File: src/hdl/tpo_regs.svh
// Register map, field positions and reset values for the timing pattern output unit.
// Assumes a classic Wishbone slave with 32-bit data, one register per aligned word.
`ifndef TPO_REGS_SVH
`define TPO_REGS_SVH

`define TPO_ADDR_W 5
`define TPO_OFS_MODE 5'h00
`define TPO_OFS_TRIG 5'h04
`define TPO_OFS_NEXT_LO 5'h08
`define TPO_OFS_NEXT_HI 5'h0C
`define TPO_OFS_EN_LO 5'h10
`define TPO_OFS_EN_HI 5'h14
`define TPO_OFS_PORT_LO 5'h18
`define TPO_OFS_PORT_HI 5'h1C

`define TPO_MODE_RESET 8'hF0
`define TPO_MODE_FIXED 8'hF0
`define TPO_TRIG_RESET 8'hFF
`define TPO_ZERO_RESET 8'h00
`define TPO_GROUPS 4
`define TPO_GROUP_W 4

`endif

File: src/hdl/tpo_pkg.sv
// Types shared by the timing pattern output unit.
// Assumes nothing beyond a SystemVerilog compiler.
package tpo_pkg;
  typedef enum logic [1:0] {
    tpo_trig_ch0 = 2'b00,
    tpo_trig_ch1 = 2'b01,
    tpo_trig_ch2 = 2'b10,
    tpo_trig_ch2b = 2'b11
  } tpo_trig_type;
endpackage

File: src/hdl/tpo_top.sv
// Timing pattern output: copies staged next-data bits to port data on timer compare events.
// Assumes compare pulses are one sys_clk wide and synchronous; registers via classic Wishbone.
// Contract
// - Mode register resets to F0 and holds its contents otherwise.
// - Mode bits 7 to 4 ignore writes and read as one.
// - Mode bit 0 for a group: its outputs update at compare match A.
// - Mode bit 1: ones and zeros produced separately at matches A and B.
// - Pin is driven by pattern only when direction and enable are one; here pattern_pin_oe follows direction alone.
// - Pin starts at port data; events copy enabled next-data into port data.
// - Enabled input pin: port data read-only but still loaded on events.
// - Non-overlapping outputs fall at match B and rise at match A.
// - Rising edges lag falling edges by the timer register A margin.
// - Two-bit trigger select: 00 ch0, 01 ch1, 1x ch2; resets to 11.
// - Non-overlap: match A copies all enabled bits, match B only zeros.
// - Bits with enable zero are never copied at compare events.
`timescale 1ns/1ns
`include "tpo_regs.svh"

module tpo_top (
  input wire logic sys_clk,
  input wire logic rst_n,
  input wire logic hw_standby,
  input wire logic wb_cyc_i,
  input wire logic wb_stb_i,
  input wire logic wb_we_i,
  input wire logic [31:0] wb_adr_i,
  input wire logic [31:0] wb_dat_i,
  input wire logic [3:0] wb_sel_i,
  output logic [31:0] wb_dat_o,
  output logic wb_ack_o,
  output logic wb_err_o,
  input wire logic [2:0] cmp_a_pulse,
  input wire logic [2:0] cmp_b_pulse,
  input wire logic [7:0] port_low_dir,
  input wire logic [7:0] port_high_dir,
  input wire logic [15:0] pattern_pin_i,
  output logic [15:0] pattern_pin_o,
  output logic [15:0] pattern_pin_oe
);

  logic [3:0] overlap_sel;
  logic [7:0] group_overlap_mode;
  logic [7:0] trigger_select_reg;
  logic [7:0] next_pattern_low;
  logic [7:0] next_pattern_high;
  logic [7:0] next_enable_low;
  logic [7:0] next_enable_high;
  logic [15:0] next_pattern;
  logic [15:0] next_enable;
  logic [15:0] port_out;
  logic [15:0] next_port_out;
  logic [15:0] next_port_data;
  logic [15:0] port_wr_mask;
  logic [15:0] port_wr_data;
  logic [15:0] port_dir;
  logic [3:0] grp_a;
  logic [3:0] grp_b;
  logic wr_stb;
  logic rd_stb;
  logic wr_mode;
  logic wr_trig;
  logic wr_next_lo;
  logic wr_next_hi;
  logic wr_en_lo;
  logic wr_en_hi;
  logic acc;
  logic [`TPO_ADDR_W-1:0] ofs;
  logic mapped;
  logic [7:0] rd_byte;

  localparam logic [7:0] MODE_RST = `TPO_MODE_RESET;
  localparam logic [7:0] MODE_FIX = `TPO_MODE_FIXED;

  assign port_dir = {port_high_dir, port_low_dir};
  assign next_pattern = {next_pattern_high, next_pattern_low};
  assign next_enable = {next_enable_high, next_enable_low};
  // Upper nibble has no storage, so writes cannot reach it
  assign group_overlap_mode = {MODE_FIX[7:4], overlap_sel};

  // Bus decode
  assign acc = wb_cyc_i && wb_stb_i && !wb_ack_o && !wb_err_o;
  assign ofs = wb_adr_i[`TPO_ADDR_W-1:0];
  assign mapped = (wb_adr_i[31:`TPO_ADDR_W] == '0) && (ofs[1:0] == 2'b00);
  assign wr_stb = acc && wb_we_i && mapped && wb_sel_i[0];
  assign rd_stb = acc && !wb_we_i && mapped;

  // Offset match, shared by every write path
  function automatic logic hit(input logic [`TPO_ADDR_W-1:0] a,
      input logic [`TPO_ADDR_W-1:0] target);
    hit = (a == target);
  endfunction

  // One strobe per register, except the two port registers, which use the per-bit write mask below
  assign wr_mode = wr_stb && hit(ofs, `TPO_OFS_MODE);
  assign wr_trig = wr_stb && hit(ofs, `TPO_OFS_TRIG);
  assign wr_next_lo = wr_stb && hit(ofs, `TPO_OFS_NEXT_LO);
  assign wr_next_hi = wr_stb && hit(ofs, `TPO_OFS_NEXT_HI);
  assign wr_en_lo = wr_stb && hit(ofs, `TPO_OFS_EN_LO);
  assign wr_en_hi = wr_stb && hit(ofs, `TPO_OFS_EN_HI);

  // Port read: output bits show the latch, input bits the pad
  function automatic logic [7:0] port_view(input logic [7:0] latch,
      input logic [7:0] pad, input logic [7:0] dir);
    port_view = (latch & dir) | (pad & ~dir);
  endfunction

  // Channel picked by a group's two-bit select field
  function automatic logic pick_ch(input logic [1:0] sel, input logic [2:0] ev);
    unique case (tpo_pkg::tpo_trig_type'(sel))
      tpo_pkg::tpo_trig_ch0: pick_ch = ev[0];
      tpo_pkg::tpo_trig_ch1: pick_ch = ev[1];
      tpo_pkg::tpo_trig_ch2, tpo_pkg::tpo_trig_ch2b: pick_ch = ev[2];
    endcase
  endfunction

  genvar g;
  generate
    for (g = 0; g < `TPO_GROUPS; g++) begin : gen_grp
      localparam int LO = g * `TPO_GROUP_W;
      logic [`TPO_GROUP_W-1:0] npat;
      logic [`TPO_GROUP_W-1:0] nen;
      logic [`TPO_GROUP_W-1:0] cur;
      logic [`TPO_GROUP_W-1:0] take_a;
      logic [`TPO_GROUP_W-1:0] take_b;
      logic [`TPO_GROUP_W-1:0] upd;
      assign npat = next_pattern[LO +: `TPO_GROUP_W];
      assign nen = next_enable[LO +: `TPO_GROUP_W];
      assign cur = port_out[LO +: `TPO_GROUP_W];
      assign grp_a[g] = pick_ch(trigger_select_reg[2*g +: 2], cmp_a_pulse);
      assign grp_b[g] = pick_ch(trigger_select_reg[2*g +: 2], cmp_b_pulse);
      // Match A loads every enabled bit in both modes
      assign take_a = (nen & npat) | (~nen & cur);
      // Only zeros move on match B, so rises wait for A: that wait is the margin
      assign take_b = cur & ~(nen & ~npat);
      always_comb begin
        upd = cur;
        if (grp_a[g]) begin
          upd = take_a;
        end else if (grp_b[g] && group_overlap_mode[g]) begin
          upd = take_b;
        end
      end
      assign next_port_out[LO +: `TPO_GROUP_W] = upd;
      // Overlap bit of this group
      always_ff @(posedge sys_clk or negedge rst_n) begin
        if (!rst_n) begin
          overlap_sel[g] <= MODE_RST[g];
        end else if (hw_standby) begin
          overlap_sel[g] <= MODE_RST[g];
        end else if (wr_mode) begin
          overlap_sel[g] <= wb_dat_i[g];
        end
      end
    end
  endgenerate

  // Software reaches a port bit only while its enable is clear and no event moves it
  genvar b;
  generate
    for (b = 0; b < 16; b++) begin : gen_bit
      localparam logic [`TPO_ADDR_W-1:0] PORT_OFS = (b < 8) ? `TPO_OFS_PORT_LO
          : `TPO_OFS_PORT_HI;
      assign port_wr_mask[b] = wr_stb && hit(ofs, PORT_OFS) && !next_enable[b]
          && (next_port_out[b] == port_out[b]);
      assign port_wr_data[b] = wb_dat_i[b % 8];
    end
  endgenerate
  assign next_port_data = (next_port_out & ~port_wr_mask)
      | (port_wr_data & port_wr_mask);

  // Trigger select, two bits per group
  always_ff @(posedge sys_clk or negedge rst_n) begin
    if (!rst_n) begin
      trigger_select_reg <= `TPO_TRIG_RESET;
    end else if (hw_standby) begin
      trigger_select_reg <= `TPO_TRIG_RESET;
    end else if (wr_trig) begin
      trigger_select_reg <= wb_dat_i[7:0];
    end
  end

  // Staged pattern, low byte; a late write misses the next event
  always_ff @(posedge sys_clk or negedge rst_n) begin
    if (!rst_n) begin
      next_pattern_low <= `TPO_ZERO_RESET;
    end else if (hw_standby) begin
      next_pattern_low <= `TPO_ZERO_RESET;
    end else if (wr_next_lo) begin
      next_pattern_low <= wb_dat_i[7:0];
    end
  end

  // Staged pattern, high byte
  always_ff @(posedge sys_clk or negedge rst_n) begin
    if (!rst_n) begin
      next_pattern_high <= `TPO_ZERO_RESET;
    end else if (hw_standby) begin
      next_pattern_high <= `TPO_ZERO_RESET;
    end else if (wr_next_hi) begin
      next_pattern_high <= wb_dat_i[7:0];
    end
  end

  // Transfer enables, low byte
  always_ff @(posedge sys_clk or negedge rst_n) begin
    if (!rst_n) begin
      next_enable_low <= `TPO_ZERO_RESET;
    end else if (hw_standby) begin
      next_enable_low <= `TPO_ZERO_RESET;
    end else if (wr_en_lo) begin
      next_enable_low <= wb_dat_i[7:0];
    end
  end

  // Transfer enables, high byte
  always_ff @(posedge sys_clk or negedge rst_n) begin
    if (!rst_n) begin
      next_enable_high <= `TPO_ZERO_RESET;
    end else if (hw_standby) begin
      next_enable_high <= `TPO_ZERO_RESET;
    end else if (wr_en_hi) begin
      next_enable_high <= wb_dat_i[7:0];
    end
  end

  // Port data: compare transfer beats a software write in the same cycle
  always_ff @(posedge sys_clk or negedge rst_n) begin
    if (!rst_n) begin
      port_out <= {`TPO_ZERO_RESET, `TPO_ZERO_RESET};
    end else if (hw_standby) begin
      port_out <= {`TPO_ZERO_RESET, `TPO_ZERO_RESET};
    end else begin
      port_out <= next_port_data;
    end
  end

  // Pin copy of the port latch, so software writes show as well as events
  always_ff @(posedge sys_clk or negedge rst_n) begin
    if (!rst_n) begin
      pattern_pin_o <= 16'h0000;
    end else if (hw_standby) begin
      pattern_pin_o <= 16'h0000;
    end else begin
      pattern_pin_o <= next_port_data;
    end
  end

  // Pin drive follows direction; pattern and plain port share the data latch
  always_ff @(posedge sys_clk or negedge rst_n) begin
    if (!rst_n) begin
      pattern_pin_oe <= 16'h0000;
    end else begin
      pattern_pin_oe <= port_dir;
    end
  end

  always_comb begin
    unique case (ofs)
      `TPO_OFS_MODE: rd_byte = group_overlap_mode;
      `TPO_OFS_TRIG: rd_byte = trigger_select_reg;
      `TPO_OFS_NEXT_LO: rd_byte = next_pattern[7:0];
      `TPO_OFS_NEXT_HI: rd_byte = next_pattern[15:8];
      `TPO_OFS_EN_LO: rd_byte = next_enable[7:0];
      `TPO_OFS_EN_HI: rd_byte = next_enable[15:8];
      // Input pins read the pad, output pins the latch
      `TPO_OFS_PORT_LO: rd_byte = port_view(port_out[7:0], pattern_pin_i[7:0], port_dir[7:0]);
      `TPO_OFS_PORT_HI: rd_byte = port_view(port_out[15:8], pattern_pin_i[15:8],
          port_dir[15:8]);
      default: rd_byte = 8'h00;
    endcase
  end

  // One wait-free answer per request
  always_ff @(posedge sys_clk or negedge rst_n) begin
    if (!rst_n) begin
      wb_ack_o <= 1'b0;
    end else begin
      wb_ack_o <= acc && mapped;
    end
  end

  // Unmapped or misaligned addresses get err, so a stray access never hangs
  always_ff @(posedge sys_clk or negedge rst_n) begin
    if (!rst_n) begin
      wb_err_o <= 1'b0;
    end else begin
      wb_err_o <= acc && !mapped;
    end
  end

  // Read data stands only with its ack
  always_ff @(posedge sys_clk or negedge rst_n) begin
    if (!rst_n) begin
      wb_dat_o <= 32'h0000_0000;
    end else begin
      wb_dat_o <= rd_stb ? {24'h00_0000, rd_byte} : 32'h0000_0000;
    end
  end

endmodule // tpo_top
File: config.mk
export PLATFORM = sky130hd
export DESIGN_NAME = tpo_top
export DESIGN_NICKNAME = d
export VERILOG_FILES = /design/src/hdl/tpo_pkg.sv /design/src/hdl/tpo_top.sv
export VERILOG_INCLUDE_DIRS = /design/src /design/src/hdl
export SDC_FILE = /design/constraint.sdc
export NUM_CORES = 1
export LEC_CHECK = 0
export BUFFER_PORTS_ARGS = -buffer_cell sky130_fd_sc_hd__buf_4
export CORE_ASPECT_RATIO = 0.6
export CORE_MARGIN = 4
export CORE_UTILIZATION = 53
export CTS_CLUSTER_DIAMETER = 30
export CTS_CLUSTER_SIZE = 28
export DETAILED_ROUTE_END_ITERATION = 10
export GPL_TIMING_DRIVEN = 0
export PLACE_DENSITY_LB_ADDON = 0.12
export SYNTH_ARGS = -nofsm -noshare
export SYNTH_HDL_FRONTEND = slang
export SYNTH_SLANG_ARGS = --single-unit
File: constraint.sdc
create_clock -name sys_clk -period 3.06 [get_ports sys_clk]
set_clock_uncertainty 0.1 [all_clocks]
set_input_delay 0.612 -clock sys_clk [delete_from_list [all_inputs] [get_ports sys_clk]]
set_output_delay 0.612 -clock sys_clk [all_outputs]
set_load 0.02 [all_outputs]
# Yosys cells after proc, flatten, opt, wreduce, memory -nomap -nowiden
# Cells that the tools add are included.
# op_classes
n_reduce_logical,92
eq_ne,35
mux,37
bitwise,44
# ops
op,count
2-to-1 mux 8 bit,11
AND 4 bit,16
case mux 8 bit (8 select lines),1
logical AND 1 bit,55
NOT 4 bit,12
AND 16 bit,2
AND 8 bit,4
2-to-1 mux 4 bit,8
logical NOT 27 bit,1
case mux 1 bit (3 select lines),8
== test 5 bit (second input constant),4
logical NOT 1 bit,20
== test 1 bit,16
== test 2 bit (second input constant),8
2-to-1 mux 16 bit,1
NOT 16 bit,1
NOT 8 bit,2
OR 16 bit,1
OR 4 bit,4
OR 8 bit,2
nonzero test 2 bit,6
== test 5 x 4 -> 1 bit (second input constant),2
logical NOT 2 bit,5
== test 2 x 1 -> 1 bit (second input constant),4
4 further kinds,14
# totals
register_bits,86
in_bits,112
output_inout_bits,66

# Depth between registers and ports, before layout
# Gate-level depths: netlist of the first run.
# logic_depth
ltp_word,13
ltp_mapped,7
ltp_nobuf,5

# Worst setup path before layout of the first run
# OpenSTA, ideal clock, no wires.
# synth_timing
path_kind,input to register
from,in wb_adr_i[7]
to,reg next_enable_low[1]
t_arrival_ps,2104
required_ps,2831
stages,6
path_slack_ps,727
path_buffers,1
path_cell_list,nor4_1 > nand4_1 > buf_4 > nor4_4 > mux2i_1 > nor2_2
# synth_between
elab_chain_len,6
# synth_lines
item,line_no,source
from (decl),tpo_top.sv:26,"input wire logic [31:0] wb_adr_i,"
logical NOT 27 bit,tpo_top.sv:83,assign mapped = (wb_adr_i[31:`TPO_ADDR_W] == '0) && (ofs[1:0] == 2'b00);
logical AND 1 bit,tpo_top.sv:83,
logical AND 1 bit (2 in a row),tpo_top.sv:84,assign wr_stb = acc && wb_we_i && mapped && wb_sel_i[0];
logical AND 1 bit,tpo_top.sv:98,"assign wr_en_lo = wr_stb && hit(ofs, `TPO_OFS_EN_LO);"
nonzero test 2 bit (no line),-,
to (signal assigned),tpo_top.sv:207,next_enable_low <= `TPO_ZERO_RESET;
to (signal assigned),tpo_top.sv:209,next_enable_low <= `TPO_ZERO_RESET;
to (signal assigned),tpo_top.sv:211,next_enable_low <= wb_dat_i[7:0];
to (decl),tpo_top.sv:46,logic [7:0] next_enable_low;
# Every way passes these cells.
# A chain may end at the register's enable or synchronous reset.

# Final worst setup path of the first run
# layout_timing
from,in wb_adr_i[23]
to,reg pattern_pin_o[6]
# layout_between
elab_chain_len,11
elab_cells_between_ends,12
# layout_lines
item,line_no,source
logical NOT 27 bit *,tpo_top.sv:83,
logical AND 1 bit *,tpo_top.sv:83,
logical AND 1 bit * (2 in a row),tpo_top.sv:84,
logical AND 1 bit * (2 in a row),tpo_top.sv:163,"assign port_wr_mask[b] = wr_stb && hit(ofs, PORT_OFS) && !next_enable[b]"
logical AND 1 bit *,tpo_top.sv:164,&& (next_port_out[b] == port_out[b]);
NOT 16 bit,tpo_top.sv:168,assign next_port_data = (next_port_out & ~port_wr_mask)
AND 16 bit,tpo_top.sv:168,
OR 16 bit *,tpo_top.sv:169,| (port_wr_data & port_wr_mask);
2-to-1 mux 16 bit *,tpo_top.sv:241,end else if (hw_standby) begin
to (signal assigned),tpo_top.sv:244,pattern_pin_o <= next_port_data;
to (decl),tpo_top.sv:37,"output logic [15:0] pattern_pin_o,"
# Mark *: on every way between the ends. The rest lies on a longest branch, timed or not.

==> metrics.cfg, run 1 <==
[worst_setup_path]
reg2regPathDepth=5
worstPathArrival_ns=2.91
crit_fanout=10
slowest_stage=nor4_1
critPathLaunchType=primary input
required_ns=3.22
slowest_delay_ns=1.10
worst_setup_path_end_kind=register
criticalPathCategory=in2reg
crit_chain=buf_4 > nor4_1 > nand4_1 > buf_4 > nor4_1 > nor3_1 > nor3_1

[clock_tree]
cts-resized-gates=0
cts_hold_buf=0
postCtsSetupRepairBufs=0
clock_latency_ns=0.35
cts.reportedPaths.clkPinSlew_ns=0.06
clock-sinks=86
htreeDepth=3
cts_tree=built
numCtsBuffers=9
cts_max_path_buffers=2
root_buffer=clkbuf_16

[grt]
grt_max_degree=87
met3_usage_pct=7.77
grt_util_met1_pct=36.4
grt_pass1_wl_um=22300
grt.busiest_layer=met2
grt_pass1_vias=4390
grt_use_met2_pct=45.4
overflow=0
antenna_found_initial=0
grt_usage_pct=28.2

[timing]
setup_viol=0
timing.fmax_mhz=364
rsz0062_at_grt=false
fin_crit_sh_pct=89.9
fin_crit_ns=2.75
maxSlewHeadroom_pct=10.9
final_hold_viol_count=0
worstMarginPinSlew_ns=1.32
finalMaxSlewViolations=0

[route]
wl_per_cell_um=19.5
ant_nets=0
vias=4334
routed_wl_um=14300
drcViolationCount=0
vias_per_cell=5.90
firstDrtPassIters=5
drt-initial-drc-count=390

[power]
leakage_nw=2.77
ir_drop_mv=0.289
finalPower_mw=2.59
power_density_nw_per_um2=425

[status]
outcome=completed

[floorplanning]
start_util_pct=54.5
ios=178
die_width_um=129
die-height_um=80.4
fp-row-count=26
coreArea_um2=8490
dieArea_um2=10300

[min_path]
hold_class=in2reg
whs_path_depth=1

[cells_and_area]
regArea_um2=2160
reg.largest.list=pattern_pin_o: 16 flops, pattern_pin_oe: 16 flops
fin_cells=735
drive_above_1_share_pct=29.5
multi_input_area_um2=2210
area_growth_pct=31.4
diodes=0
fillCellCount=628
nets=730

[synth]
ys_ff_latch=86
netlist_instances=463
synth_seq_area_share_pct=46.7
syn_area_per_cell_um2=10.0
yosysWarnings=0
synth_top_area_cell=dfrtp_1
ys_types=37
ys_top_cells_by_area=dfrtp_1 (42%), mux2i_1 (12%), nor3_1 (5.1%)
synth_top_area_share_pct=42.2
netlist_area_um2=4630

[run]
max_cap_violations=0

[placed_design]
dp_hpwl_um=10600
io_buffer_count=121
routabilityCongestion=0.917
dp_cells=719

==> layout by cell type (no fill, tap or decap), types with 5 or more instances in the layout <==
cell / n
buf_4: 147
clkbuf_16: 9
nor4_1: 7
inv_1: 20
mux2i_1: 56
clkbuf_1: 11
nand2_1: 10
and2_1: 5
a21oi_1: 18
o21ai_0: 12
nor2b_1: 5
a311o_1: 12
nor3_1: 47
o22ai_1: 8
nor2_1: 54
dfrtp_1: 78
nor4_4: 6
nor3b_1: 13
conb_1: 24
buf_1: 6
a22oi_1: 12
a211oi_1: 6
a31oi_1: 11
dfstp_2: 8
==> synth_stat cells, drive strengths merged <==
cell type / number
mux2i: 56
a31oi: 11
nor2: 55
nor3: 47
nand4: 3
nand3b: 1
dfrtp: 78
a211oi: 6
nor4: 15
and3: 2
nand2: 10
or4: 2
a311o: 12
and2: 5
a221oi: 4
conb: 1
nand3: 3
nor2b: 5
o21ai: 12
o311a: 4
o21bai: 4
buf: 35
and3b: 1
a22oi: 12
dfstp: 8
o22ai: 8
nor3b: 13
a41oi: 1
a21oi: 18
clkbuf: 11
inv: 20
==> final timing paths <==
path | end | slack, ns | startpoint
setup / recovery | pattern_pin_o[6]$_DFF_PN0_ | 0.31 | wb_adr_i[23]
hold / removal | pattern_pin_oe[8]$_DFF_PN0_ | 0.28 | port_high_dir[0]
setup reg to reg | pattern_pin_o[6]$_DFF_PN0_ | 0.34 | wb_ack_o$_DFF_PN0_
hold reg to reg | next_pattern_high[0]$_DFFE_PN0P_ | 0.44 | next_pattern_high[0]$_DFFE_PN0P_
max in group asynchronous | pattern_pin_oe[11]$_DFF_PN0_ | 1.78 | rst_n
min in group asynchronous | pattern_pin_oe[6]$_DFF_PN0_ | 0.36 | rst_n
==> worst max-delay path: cells and delay by family <==
| family | cells | cell delay [ns] |
|---|---|---|
| buf+inv | 2 | 0.35 |
| simple gates | 5 | 1.95 |
==> layout make-up <==
type	count	area share (%)
buffer	46	4.51
sequential	86	35.6
clock buffer	11	4.16
multi-input combinational	334	36.4
timing repair buffer	121	14.9
clock inverter	5	0.947
tap	112	2.30
inverter	20	1.23
==> through the flow <==
step                      hold WS, ns  setup slack [ns]  area [um2]  setup TNS, ns  util, %
after floorplan                 0.216             0.727        4720              0        -
after detailed placement        0.428            -0.243        5760          -1.00     67.9
final                           0.281             0.310        6080              0     71.6
after global placement          0.403           -0.0326        5760        -0.0345     67.9
after CTS                       0.276            0.0825        6070              0     71.5
after global routing            0.272            0.0463        6080              0     71.6
==> metal layers <==
layer / up-vias / routed length (um) / share of wire [%]
li1: 1967 / - / -
met1: 2089 / 5870 / 41
met2: 239 / 6710 / 47
met3: 39 / 1350 / 9.4
met4: 0 / 386 / 2.7
met5: - / 0 / 0
==> cell families after synthesis <==
group | synth area share [%]
compound gates | 13.8
other cells | 0.0810
simple gates | 19.8
flops | 46.7
buf+inv | 7.54
mux | 12.1
==> power by group <==
| part | switching, mW | total (mW) | internal (mW) | leakage (nW) |
|---|---|---|---|---|
| logic | 0.170 | 0.301 | 0.131 | 1.49 |
| registers | 0.00312 | 1.15 | 1.15 | 1.14 |
| clock network | 0.459 | 1.13 | 0.675 | 0.144 |
No activity file was read; power rests on OpenSTA's default activity.
==> run 2, diff against run 1 <==
--- a/config.mk
+++ b/config.mk
@@ -9,7 +9,7 @@
 export BUFFER_PORTS_ARGS = -buffer_cell sky130_fd_sc_hd__buf_4
 export CORE_ASPECT_RATIO = 0.6
 export CORE_MARGIN = 4
-export CORE_UTILIZATION = 53
+export CORE_UTILIZATION = 49
 export CTS_CLUSTER_DIAMETER = 30
 export CTS_CLUSTER_SIZE = 28
 export DETAILED_ROUTE_END_ITERATION = 10
==> constraint.sdc (replaced) <==
create_clock -name sys_clk -period 2.6 [get_ports sys_clk]
set_clock_uncertainty 0.1 [all_clocks]
set_input_delay 0.52 -clock sys_clk [delete_from_list [all_inputs] [get_ports sys_clk]]
set_output_delay 0.52 -clock sys_clk [all_outputs]
set_load 0.02 [all_outputs]
==> run 2 against run 1 <==
Compared with the run above: final cell count up 2.4%; routed wire length fell by 2.0%; first-iteration DRC count grew 10%; design area increased by 0.16%; non-clock buffer count unchanged; critical path type is now reg2reg.
==> metrics.cfg, run 2 (synthesis gave the netlist of run 1 again) <==
[status]
outcome=completed

[min_path]
holdPathEnd=pattern_pin_oe[14]$_DFF_PN0_
min_from=port_high_dir[6]
whs_path_depth=1
hold_class=in2reg

[power]
switching_share_pct=24.7
p_comb_share_pct=11.9
p_sw_uw=735
power_density_nw_per_um2=490
p_clk_share_pct=42.7
p_seq_share_pct=45.5
finalPower_mw=2.98
ir_drop_mv=0.340
p_int_mw=2.25
leakage_nw=2.76

[clock_tree]
clock-sinks=86
root_buffer=clkbuf_16
cts.reportedPaths.clkPinSlew_ns=0.06
numCtsBuffers=9
clock_latency_ns=0.35
cts_tree=built
htreeDepth=3
cts_max_path_buffers=2

[worst_setup_path]
reg2reg_to=pattern_pin_o[9]$_DFF_PN0_
reg2regPathDepth=5
r2r_slack_ns=0.15
required_ns=2.75
timing.rr.start=wb_ack_o$_DFF_PN0_
worst_setup_path_end_kind=register
criticalPathCategory=reg2reg
worstPathArrival_ns=2.60
crit_fanout=10
critPathLaunchType=register

[route]
vias=4346
drt-initial-drc-count=430
firstDrtPassIters=5
wl_per_cell_um=18.6
drcViolationCount=0
routed_wl_um=14000
ant_nets=0
highest_layer=met4
wl_met3_um=1470
drt-met1-wl_um=5860
met2_length_um=6480
vias_per_cell=5.77

[cells_and_area]
area_growth_pct=31.6
drive_above_1_share_pct=29.5
fin_cells=753
layout_commonest_cell=buf_4
nets=730
reg.largest.list=pattern_pin_o: 16 flops, pattern_pin_oe: 16 flops
fillCellCount=769
layout_common_cells=buf_4 (147), dfrtp_1 (78), mux2i_1 (56), nor2_1 (54), nor3_1 (47)
diodes=0

[grt]
grt_max_degree=87
grt_pass1_wl_um=22100
overflow=0
antenna_found_initial=0
grt_usage_pct=25.3
grt_pass1_vias=4165

[timing]
hold_slack_ns=0.192
finalMaxSlewViolations=0
fin_crit_sh_pct=94.2
fin_crit_ns=2.45
rsz0062_at_grt=false
setup_viol=0
worstMarginPinSlew_ns=1.09
maxSlewHeadroom_pct=27.5
timing.fmax_mhz=408
final_hold_viol_count=0

[placed_design]
dp_hpwl_um=10400
routabilityCongestion=0.863
dp_cells=737
io_buffer_count=121

[floorplanning]
start_util_pct=50.4
ios=178
coreArea_um2=9190
die_width_um=133
fp-row-count=27
dieArea_um2=11100
die-height_um=83.3

[run]
max_cap_violations=0

run 2: cell types whose count changed in the layout (fill, tap and decap cells not counted):
| cell | previous run | this run |
|---|---|---|
| clkinv_2 | 1 | 2 |
| clkbuf_1 | 11 | 12 |
| nor4_2 | 2 | 3 |
| nor4_1 | 7 | 6 |
| clkbuf_8 | 2 | 0 |
run 2: per-layer routing:
layer  vias up  global-route usage [%]
met2       268                    39.9
li1       1970                       -
met5         -                       0
met4         0                    6.26
met1      2085                    34.9
met3        23                    6.72
run 2: repair_timing:
item                       CTS  global route
buffers inserted             0             0
setup endpoints to repair   12             0
hold buffers                 0             0
gates resized for setup      2             0
run 2: final cells by class:
cell class                 count  area [um2]  share of cell area, %
timing repair buffer         121         908                   14.9
buffer                        46         274                   4.50
clock inverter                 6        62.6                   1.03
inverter                      20        75.1                   1.23
multi-input combinational    334        2220                   36.4
tap                          130         163                   2.67
sequential                    86        2160                   35.5
clock buffer                  10         229                   3.76
run 2: worst max path at each step:
stage	to	slack, ns	startpoint	depth (start not counted)
final	pattern_pin_o[9]$_DFF_PN0_	0.15	wb_ack_o$_DFF_PN0_	5
after global routing	next_enable_high[3]$_DFFE_PN0P_	0.04	wb_adr_i[16]	7
after CTS	next_enable_low[5]$_DFFE_PN0P_	0.21	wb_ack_o$_DFF_PN0_	5
after detailed placement	pattern_pin_o[9]$_DFF_PN0_	-0.51	wb_adr_i[7]	7
after global placement	pattern_pin_o[9]$_DFF_PN0_	-0.44	wb_adr_i[8]	7
after floorplan	next_enable_low[1]$_DFFE_PN0P_	0.36	wb_adr_i[7]	6
run 2: power groups by stage:
| stage | Clock (mW) | Sequential (mW) | Combinational, mW |
|---|---|---|---|
| after floorplan | 0 | 1.40 | 0.139 |
| after global routing | 1.35 | 1.36 | 0.381 |
| final | 1.27 | 1.36 | 0.353 |
| after detailed placement | 0 | 1.38 | 0.350 |
| after CTS | 1.29 | 1.36 | 0.351 |
| after global placement | 0 | 1.38 | 0.345 |
run 2: worst max-delay path, stage by stage (launching register included):
cell	delay, ns
dfrtp_1	0.37
nor2_1	0.17
nand4_2	0.47
nor4_2	0.87
nor3_1	0.12
nor3_1	0.25
run 2: stage by stage:
stage	setup WS, ns	cell area (um2)	utilization, %	TNS (ns)
floorplan	0.359	4720	-	0
global placement	-0.438	5790	63.0	-4.88
detailed placement	-0.513	5790	63.0	-7.32
CTS	0.215	6090	66.3	0
global route	0.0374	6090	66.3	0
finish	0.150	6090	66.3	0
==> run 3, diff against run 2 <==
--- a/config.mk
+++ b/config.mk
@@ -14,6 +14,7 @@
 export CTS_CLUSTER_SIZE = 28
 export DETAILED_ROUTE_END_ITERATION = 10
 export GPL_TIMING_DRIVEN = 0
+export MAX_ROUTING_LAYER = met4
 export PLACE_DENSITY_LB_ADDON = 0.12
 export SYNTH_ARGS = -nofsm -noshare
 export SYNTH_HDL_FRONTEND = slang
==> run 3 against run 2 <==
Compared with the run above: clock power is 13% higher; routed wire length rose by 2.6%; sequential share of layout area decreased by 0.30 points; sequential power about the same; combinational power up 1%; first-iteration DRC count down 14%; largest power group is now the clock network.
==> metrics.cfg, run 3 (synthesis gave the netlist of run 1 again) <==
[cells_and_area]
layout_commonest_cell=buf_4
fin_cells=753
area_growth_pct=32.7
layout_common_cells=buf_4 (147), dfrtp_1 (78), mux2i_1 (56), nor2_1 (54), nor3_1 (47)
reg.largest.list=pattern_pin_o: 16 flops, pattern_pin_oe: 16 flops
multi_input_area_um2=2230
nets=730
regArea_um2=2160
fillCellCount=756
final_area_um2=6140
diodes=0
drive_above_1_share_pct=29.5

[grt]
grt_pass1_wl_um=22500
grt_usage_pct=26.5
grt_pass1_vias=4304
overflow=0
antenna_found_initial=0
grt_max_degree=87

[route]
ant_nets=0
routed_wl_um=14400
drcViolationCount=0
wl_per_cell_um=19.1
vias_per_cell=5.73
vias=4313
firstDrtPassIters=5
drt-initial-drc-count=370

[floorplanning]
start_util_pct=50.4
coreArea_um2=9190
fp-row-count=27
die-height_um=83.3
dieArea_um2=11100
ios=178
die_width_um=133

[power]
leakage_nw=2.79
ir_drop_mv=0.375
power_density_nw_per_um2=511

[worst_setup_path]
crit_fanout=10
crit_chain=buf_4 > nor4_1 > nand4_1 > buf_4 > nor4_2 > nor3_1 > nor3_1
worst_setup_path_end_kind=register
r2r_slack_ns=0.21
worstPathArrival_ns=2.59
required_ns=2.74
slowest_stage=nor4_2
crit_family=simple AND/OR/NAND/NOR gates
criticalPathCategory=in2reg
critPathLaunchType=primary input
slowest_delay_ns=0.85
worst-path-buf-inv=2

[clock_tree]
cts.reportedPaths.clkPinSlew_ns=0.06
cts_max_path_buffers=2
htreeDepth=3
numCtsBuffers=9
clock-sinks=86
cts_tree=built
clock_latency_ns=0.34
root_buffer=clkbuf_16

[min_path]
hold_class=in2reg

[timing]
fin_crit_sh_pct=94.2
rsz0062_at_grt=true
final_hold_viol_count=0
fin_crit_ns=2.45
worstMarginPinSlew_ns=1.10
maxSlewHeadroom_pct=26.6
finalMaxSlewViolations=0
setup_viol=0
timing.fmax_mhz=408

[placed_design]
dp_cells=737
io_buffer_count=121
routabilityCongestion=0.878
dpl_cell_area_um2=5790
dp_hpwl_um=10600

[run]
max_cap_violations=0

[status]
outcome=completed

[run 3: worst reg2reg max path, cell delays in order (launching register included)]
cell and delay (ns):
dfstp_2 0.61, mux2i_1 0.19, o21ai_0 0.34, o21bai_1 0.41, a311o_1 0.42, nor3_1 0.23
[run 3: per-stage QoR]
step | setup TNS [ns] | utilization, % | hold WS, ns | worst slack, ns | power (mW)
floorplan | 0 | - | 0.124 | 0.359 | 1.54
global placement | -4.99 | 63.0 | 0.403 | -0.423 | 1.73
detailed placement | -7.71 | 63.0 | 0.415 | -0.539 | 1.73
CTS | 0 | 66.8 | 0.193 | 0.159 | 3.15
global route | -0.0137 | 66.9 | 0.192 | -0.0137 | 3.24
finish | 0 | 66.9 | 0.199 | 0.150 | 3.14
[run 3: path summary, 6_finish.rpt]
check | startpoint | end | cells past startpoint
setup / recovery | wb_adr_i[16] | pattern_pin_o[9]$_DFF_PN0_ | 7
hold / removal | port_high_dir[2] | pattern_pin_oe[10]$_DFF_PN0_ | 1
setup reg to reg | trigger_select_reg[2]$_DFFE_PN1P_ | pattern_pin_o[6]$_DFF_PN0_ | 5
hold reg to reg | next_pattern_high[0]$_DFFE_PN0P_ | next_pattern_high[0]$_DFFE_PN0P_ | 2
max in group asynchronous | rst_n | next_pattern_low[0]$_DFFE_PN0P_ | 1
min in group asynchronous | rst_n | pattern_pin_oe[5]$_DFF_PN0_ | 1
[run 3: power breakdown]
group	leakage, nW	internal, mW	switching (mW)
sequential	1.14	1.35	0.00366
clock	0.166	0.919	0.507
combinational	1.48	0.155	0.203
total	2.79	2.43	0.714
[run 3: area by class of cell]
| cell class | instances | area share (%) |
|---|---|---|
| Clock buffer | 13 | 4.40 |
| Inverter | 20 | 1.22 |
| Sequential cell | 86 | 35.2 |
| Buffer | 46 | 4.46 |
| Timing Repair Buffer | 121 | 14.8 |
| Tap cell | 130 | 2.65 |
| Clock inverter | 3 | 1.06 |
| Multi-Input combinational cell | 334 | 36.2 |
[run 3: routing by layer]
layer	share of wire [%]	vias up	GRT usage, %
li1	-	1974	-
met1	42	2060	34.8
met2	46	242	40.4
met3	11	37	7.08
met4	1.9	0	7.94
met5	0	-	-
[run 3: repair_timing]
action	in CTS	in global routing
resized for setup	2	1
setup endpoints to repair	12	3
pin swaps	0	1
hold buffers	0	0
buffers inserted	0	0
